--- src/rx_status_pkg.sv ---
// Package with register map, field layout and carrier types for the block.
package rx_status_pkg;

   // Printed offsets are register indices; byte address is four times one.
   localparam logic [11:0] IDX_RX_DATA = 12'hF40;
   localparam logic [11:0] IDX_RX_STATUS = 12'hF41;
   localparam logic [11:0] IDX_INT_STATUS = 12'hF42;
   localparam logic [11:0] IDX_INT_MASK = 12'hF43;
   localparam int ADDR_W = 16;

   // Bit positions inside the line status, interrupt status and mask.
   localparam int BIT_BYTE_WAITING = 7;
   localparam int BIT_PARITY = 6;
   localparam int BIT_OVERRUN = 5;
   localparam int BIT_FRAMING = 4;
   localparam int BIT_BREAK = 3;
   localparam int EV_LSB = 3;
   localparam int EV_N = 5;

   // Values after reset.
   localparam logic [7:0] RST_RX_DATA = 8'h00;
   localparam logic [EV_N-1:0] RST_INT_MASK = 5'h00;
   localparam logic [EV_N-1:0] RST_INT_STATUS = 5'h00;

   typedef struct packed {
      logic psel;
      logic penable;
      logic pwrite;
      logic [ADDR_W-1:0] paddr;
      logic [31:0] pwdata;
   } apb_req_t;

   typedef struct packed {
      logic [31:0] prdata;
      logic pready;
      logic pslverr;
   } apb_rsp_t;

   typedef struct packed {
      logic done;
      logic [7:0] data;
      logic parity_fail;
      logic ninth_bit;
      logic stop_high;
   } rx_frame_t;

   typedef struct packed {
      logic receive_byte_waiting;
      logic parity_error;
      logic overrun;
      logic framing_error;
      logic break_detected;
      logic [7:0] rx_data;
      logic [EV_N-1:0] int_status;
      logic [EV_N-1:0] int_mask;
      logic [31:0] prdata;
      logic pslverr;
      logic [7:0] tx_data;
      logic tx_write;
   } state_t;

   localparam state_t STATE_RST = '{
      receive_byte_waiting: 1'b0,
      parity_error: 1'b0,
      overrun: 1'b0,
      framing_error: 1'b0,
      break_detected: 1'b0,
      rx_data: RST_RX_DATA,
      int_status: RST_INT_STATUS,
      int_mask: RST_INT_MASK,
      prdata: 32'h0000_0000,
      pslverr: 1'b0,
      tx_data: 8'h00,
      tx_write: 1'b0
   };

endpackage

--- src/uart_receive_status_flags.sv ---
// UART receive status flags with APB access and one interrupt output.
//
// Implementation choice: the APB slave port.
`timescale 1ns/1ps
`default_nettype none
// How it works
// RULE1: A received byte raises the byte-waiting flag in bit 7 and a read of the receive data register clears it.
// RULE2: A frame failing its parity check raises the parity error flag in bit 6, cleared by a receive data read.
// RULE3: A frame with no stop bit raises the framing error flag in bit 4, cleared by a receive data read.
// RULE4: A frame whose data, ninth bit and stop bit are all zero raises the break flag in bit 3, cleared by a receive data read.
// RULE5: A frame completing while the previous byte is unread raises the overrun flag in bit 5, cleared by a receive data read.
// RULE6: The receive data address reads received data and its writes go to the transmitter instead.
module uart_receive_status_flags
   import rx_status_pkg::*;
(
   // Clock, reset and enable.
   input wire logic CLK,
   input wire logic RST_N,
   input wire logic CE,
   // APB slave.
   input wire rx_status_pkg::apb_req_t APB_REQ,
   output var rx_status_pkg::apb_rsp_t APB_RSP,
   // Completed frame from the receive shifter.
   input wire rx_status_pkg::rx_frame_t RX,
   // Byte for the transmitter.
   output logic [7:0] TX_DATA,
   output logic TX_WRITE,
   // Interrupt.
   output logic IRQ
);
   import rx_status_pkg::*;

   state_t q;
   state_t d;
   logic setup;
   logic access;
   logic rd_data;
   logic wr_int_status;
   logic brk_frame;
   logic [EV_N-1:0] ev;
   logic [7:0] line_status;

   // Matches the bus address against a register index.
   function automatic logic addr_is(input logic [ADDR_W-1:0] a,
                                    input logic [11:0] idx);
      addr_is = (a == {2'b00, idx, 2'b00});
   endfunction

   always_comb begin
      setup = APB_REQ.psel & ~APB_REQ.penable;
      access = APB_REQ.psel & APB_REQ.penable;
      rd_data = access & ~APB_REQ.pwrite & addr_is(APB_REQ.paddr, IDX_RX_DATA);
      wr_int_status = access & APB_REQ.pwrite
                      & addr_is(APB_REQ.paddr, IDX_INT_STATUS);
      brk_frame = RX.done & (RX.data == 8'h00) & ~RX.ninth_bit
                  & ~RX.stop_high;
      line_status = {q.receive_byte_waiting, q.parity_error, q.overrun,
                     q.framing_error, q.break_detected, 3'b000};
      ev = {RX.done,
            RX.done & RX.parity_fail,
            RX.done & q.receive_byte_waiting & ~rd_data,
            RX.done & ~RX.stop_high,
            brk_frame};
   end

   always_comb begin
      d = q;
      d.tx_write = 1'b0;
      // A new frame wins over a clearing read in the same cycle.
      d.receive_byte_waiting = RX.done
                               | (q.receive_byte_waiting & ~rd_data); // RULE1
      d.parity_error = ev[BIT_PARITY-EV_LSB]
                       | (q.parity_error & ~rd_data); // RULE2
      d.framing_error = ev[BIT_FRAMING-EV_LSB]
                        | (q.framing_error & ~rd_data); // RULE3
      d.break_detected = brk_frame | (q.break_detected & ~rd_data); // RULE4
      d.overrun = ev[BIT_OVERRUN-EV_LSB] | (q.overrun & ~rd_data); // RULE5
      if (RX.done) begin
         d.rx_data = RX.data;
      end
      for (int i = 0; i < EV_N; i++) begin
         d.int_status[i] = ev[i] | (q.int_status[i]
                           & ~(wr_int_status & APB_REQ.pwdata[i+EV_LSB]));
      end
      // Read data and error are captured in the setup cycle.
      if (setup) begin
         d.pslverr = 1'b0;
         d.prdata = 32'h0000_0000;
         if (addr_is(APB_REQ.paddr, IDX_RX_DATA)) begin
            d.prdata = {24'h00_0000, q.rx_data}; // RULE6
         end else if (addr_is(APB_REQ.paddr, IDX_RX_STATUS)) begin
            d.prdata = {24'h00_0000, line_status};
         end else if (addr_is(APB_REQ.paddr, IDX_INT_STATUS)) begin
            d.prdata = {24'h00_0000, q.int_status, 3'b000};
         end else if (addr_is(APB_REQ.paddr, IDX_INT_MASK)) begin
            d.prdata = {24'h00_0000, q.int_mask, 3'b000};
         end else begin
            d.pslverr = 1'b1;
         end
      end
      if (access & APB_REQ.pwrite) begin
         if (addr_is(APB_REQ.paddr, IDX_RX_DATA)) begin
            d.tx_data = APB_REQ.pwdata[7:0]; // RULE6
            d.tx_write = 1'b1;
         end
         if (addr_is(APB_REQ.paddr, IDX_INT_MASK)) begin
            d.int_mask = APB_REQ.pwdata[EV_LSB+EV_N-1:EV_LSB];
         end
      end
   end

   always_ff @(posedge CLK or negedge RST_N) begin
      if (!RST_N) begin
         q <= STATE_RST;
      end else if (CE) begin
         q <= d;
      end
   end

   assign APB_RSP.prdata = q.prdata;
   assign APB_RSP.pready = CE;
   assign APB_RSP.pslverr = q.pslverr;
   assign TX_DATA = q.tx_data;
   assign TX_WRITE = q.tx_write;
   assign IRQ = |(q.int_status & q.int_mask);
endmodule
`default_nettype wire

--- config.mk ---
export PLATFORM = sky130hd
export DESIGN_NAME = uart_receive_status_flags
export DESIGN_NICKNAME = d
export VERILOG_FILES = /design/src/rx_status_pkg.sv /design/src/uart_receive_status_flags.sv
export SDC_FILE = /design/constraint.sdc
export NUM_CORES = 1
export LEC_CHECK = 0
export BUFFER_PORTS_ARGS = -buffer_cell sky130_fd_sc_hd__buf_2
export CORE_MARGIN = 2
export CORE_UTILIZATION = 41
export DETAILED_ROUTE_END_ITERATION = 8
export GPL_TIMING_DRIVEN = 1
export PLACE_DENSITY = 0.81
export SETUP_SLACK_MARGIN = 0.15
export SLEW_MARGIN = 0
export SYNTH_ARGS = -nofsm -noshare
export SYNTH_HDL_FRONTEND = slang
export SYNTH_SLANG_ARGS = --single-unit
--- constraint.sdc ---
create_clock -name CLK -period 1 [get_ports CLK]
set_input_delay 0.1 -clock CLK [delete_from_list [all_inputs] [get_ports CLK]]
set_output_delay 0.1 -clock CLK [all_outputs]
set_load 0.01 [all_outputs]
Word-level counts from Yosys, hierarchy flattened
Cells that the tools add are included.

Register bits: 65. Input port bits: 66. Output and inout bits: 44. Logic and storage cells: 81.

Equal/unequal tests: 4. Muxes and demuxes: 10. Bitwise operators: 49. Reduce and logical (&&, ||, !) cells: 6.

Operator list (number): 16-bit by 14-bit == test with 1-bit output (second input constant) (4); 32-bit two-way mux (1); 1-bit AND (28); 8-bit two-way mux (3); 1-bit NOT (10); 1-bit bitwise OR (10); 8-bit logical NOT (1); 1-bit two-way mux (6); 3-bit AND reduction (2); 5-bit AND (1); 5-bit OR reduction (1); 2-bit AND reduction (2).

Depth between registers and ports, before layout
Depth in word-level cells: 7. Depth in mapped cells: 5. Mapped depth without buffers: 4.

Worst setup path after synthesis
No wires, ideal clock.

Path type: input to register. Start: input port APB_REQ[47] in the netlist's numbering. End: register q, in the netlist TX_DATA[0]. Library setup time: 125 ps. Arrival time: 1454 ps. Data required time: 875 ps. Path slack: -578 ps. Cell stages on the path: 4. Path buffers: 0. Cells stage by stage: nor4_4 > nand4_4 > nor4_4 > mux2_2.

Word-level cells in the longest chain between the ends: 2.

RTL lines: start: declaration (line uart_receive_status_flags.sv:21) `input wire rx_status_pkg::apb_req_t APB_REQ,`; 16-bit by 14-bit == test with 1-bit output (line uart_receive_status_flags.sv:46) `addr_is = (a == {2'b00, idx, 2'b00});`; 3-bit AND reduction (no source line); end signal: assignment (line uart_receive_status_flags.sv:114) `q <= STATE_RST;`; end signal: assignment (line uart_receive_status_flags.sv:116) `q <= d;`; end: declaration (line uart_receive_status_flags.sv:33) `state_t q;`.

Every way passes these cells. A chain may end at the register's enable or synchronous reset.

Worst setup path after layout
Start: register q[47] in the netlist's numbering. End: output port IRQ.

Word-level cells in the longest chain between the ends: 2.

RTL lines: 5-bit AND (line uart_receive_status_flags.sv:125) `assign IRQ = |(q.int_status & q.int_mask);`; 5-bit OR reduction (line uart_receive_status_flags.sv:125); end: declaration (line uart_receive_status_flags.sv:29) `output logic IRQ`.

Every way passes these cells.

==> run metrics <==
minimum clock period 1.40 ns; clock sink total 41; met3 wire length 327 um; WL per Instance 15.3 um; IO Pins 110; Final Non-Filler Cells 362; top cell type's share of synthesized area 46.8%; Worst Skew 0.0162 ns; hold slack 0.0290 ns; initial antenna violation count 0; Max IR drop VDD 0.791 mV; first-pass GRT wire length 8540 um; Skew-Pair Late Insertion Delay 0.31 ns; Worst setup SP type flip-flop; # Max-Cap Violations 0; Synth Flop Type dfrtp_1; leading area contributor after synthesis dfrtp_1; final net count 357; vias 1734; period utilization 140%; HP Class in -> reg; DRT iter0 DRCs 58; count leader, synth buf_4; status complete, but fails checks; DR DRC count 0; Post-synth top cells buf_4, dfrtp_1, nand2_1; Critical Path RT 0.90 ns; Mapped Area 2190 sq um; die height 77.1 um; P&R area growth vs syn 40.0%; final WL 5540 um; largest net degree at the start of global routing 30; CTS buffer count 5; Worst Path Arrival 1.30 ns; Finished Core Util 59.7%; num rows 26; Leakage 1.63 nW; CTS Buffer Depth 2; layout cell share with drive strength beyond 1 57.9%; Worst setup EP type output port; hpwl dp 3730 um; Root Buffer Master clkbuf_8; largest fanout on the critical path 3; Mapped Cells 193; H-tree levels 2; async set-reset flop share out of synthesis 100%; TritonRoute pass-1 iters 5; dominant cells by area after synthesis dfrtp_1, buf_4, mux2_2; vias in the first global route 1764; Post-synth EDFFs 0; mean number of vias per cell 4.79; Synth Register Bits 41; PD cells 1090 nW/um^2; final setup margin -0.397 ns; grt ovf 0; core area 5140 sq um; All-Layer GR Usage 18.1%; met2 wire len 2790 um; RSZ-0062 raised after global routing true; DIE AREA 5940 sq um; diode count 0; DP Cell Count 326; Final Hold Fails 0; PortBufs 61; chip width 77.1 um; yosys warns 0; sequential-to-total area share from yosys stat 46.8%; mean post-synth cell area 11.4 sq um; post-synthesis cell type count 32; Fmax 716 MHz; Clock Pin Slew Worst Setup and Hold Paths 0.09 ns; failing checks setup timing; GPL Wtd Cong 0.861; max layer used met4; WS Path Type reg -> out; M1 wire length 2270 um; Slew Limit Fails 0; Initial Util 42.6%; final-report setup violation count 33; Final ANT Viol Nets 0; TritonCTS clock tree done
## power breakdown
group | leakage (nW) | switching (W) | internal (W) | total, W
Sequential | 0.511 | 0.0000285 | 0.00171 | 0.00174
Combinational | 1.09 | 0.000250 | 0.000235 | 0.000484
Clock | 0.0374 | 0.000617 | 0.000492 | 0.00111
## registers in the layout, summed over array words and instances, names as in the netlist
signal / count
q: 18
TX_WRITE: 1
line_status: 5
APB_RSP: 9
TX_DATA: 8
## per-stage QoR
stage                     TNS, ns  worst slack (ns)  total power (W)  cell area (sq um)
after floorplan            -11.04            -0.578          0.00204               2290
after global placement     -17.07            -0.643          0.00218               2560
after detailed placement   -18.71            -0.714          0.00219               2560
after CTS                   -6.79            -0.359          0.00330               2910
after global routing       -10.05            -0.427          0.00346               3070
final                       -7.73            -0.397          0.00333               3070
## cells in the final DEF (no fill, tap or decap), types with 2 or more instances in the layout
| cell type | count |
|---|---|
| nand2_1 | 28 |
| clkbuf_8 | 5 |
| a21o_1 | 3 |
| buf_2 | 59 |
| nand3_2 | 5 |
| buf_12 | 2 |
| mux2_4 | 13 |
| mux4_2 | 5 |
| buf_6 | 11 |
| dlygate4sd3_1 | 2 |
| o21ai_1 | 3 |
| o21ai_2 | 3 |
| clkinvlp_4 | 2 |
| nor3_1 | 3 |
| o41ai_4 | 2 |
| dfrtp_1 | 41 |
| or3_4 | 2 |
| nor4_4 | 2 |
| o41ai_2 | 2 |
| nor2_1 | 3 |
| mux2_2 | 8 |
| nand3_1 | 2 |
| buf_4 | 41 |
| conb_1 | 24 |
| inv_1 | 3 |
## cell families (layout without fill, tap and decap cells)
kind of cell	count (synthesis)	in the layout	share of synthesized area, %
buf+inv	50	126	15.8
simple gates	56	56	14.9
mux	26	26	15.9
flops	41	41	46.8
compound gates	19	19	6.40
other cells	1	24	0.171
## layout make-up
cell class,count,area [sq um]
timing repair buffer,115,787
clock buffer,6,72.6
inverter,3,11.3
tap,70,87.6
fill,438,2070
sequential,41,1030
clock inverter,2,15.0
multi-input combinational,125,1070
## critical path, stage by stage (launching register included)
cell	delay (ns)
dfrtp_1	0.42
a222oi_1	0.32
nand2_1	0.11
buf_2	0.15
## per-layer routing
metal  vias to the layer above  global-route usage, %
li1                        807                      -
met1                       833                   23.0
met2                        81                   30.7
met3                        13                   3.18
met4                         0                   6.96
met5                         -                      0
## worst paths after layout
kind	startpoint	to	slack [ns]	cells after the start
min reg2reg	TX_WRITE	TX_WRITE	0.49	1
min	APB_REQ[2]	TX_DATA[2]	0.03	2
min in group asynchronous	RST_N	TX_DATA[2]	0.21	2
max reg2reg	q[45]	APB_RSP[8]	-0.36	5
max in group asynchronous	RST_N	line_status[4]	0.33	3
max	q[47]	IRQ	-0.40	3
## repair_timing
item,CTS,global route
endpoints found under the setup margin,52,52
endpoints found under the hold margin,29,0
cloned,0,1
buffers inserted,15,10
pin swaps,13,8
resized for setup,34,17
hold buffers,2,0
(Power assumes the default switching activity.)
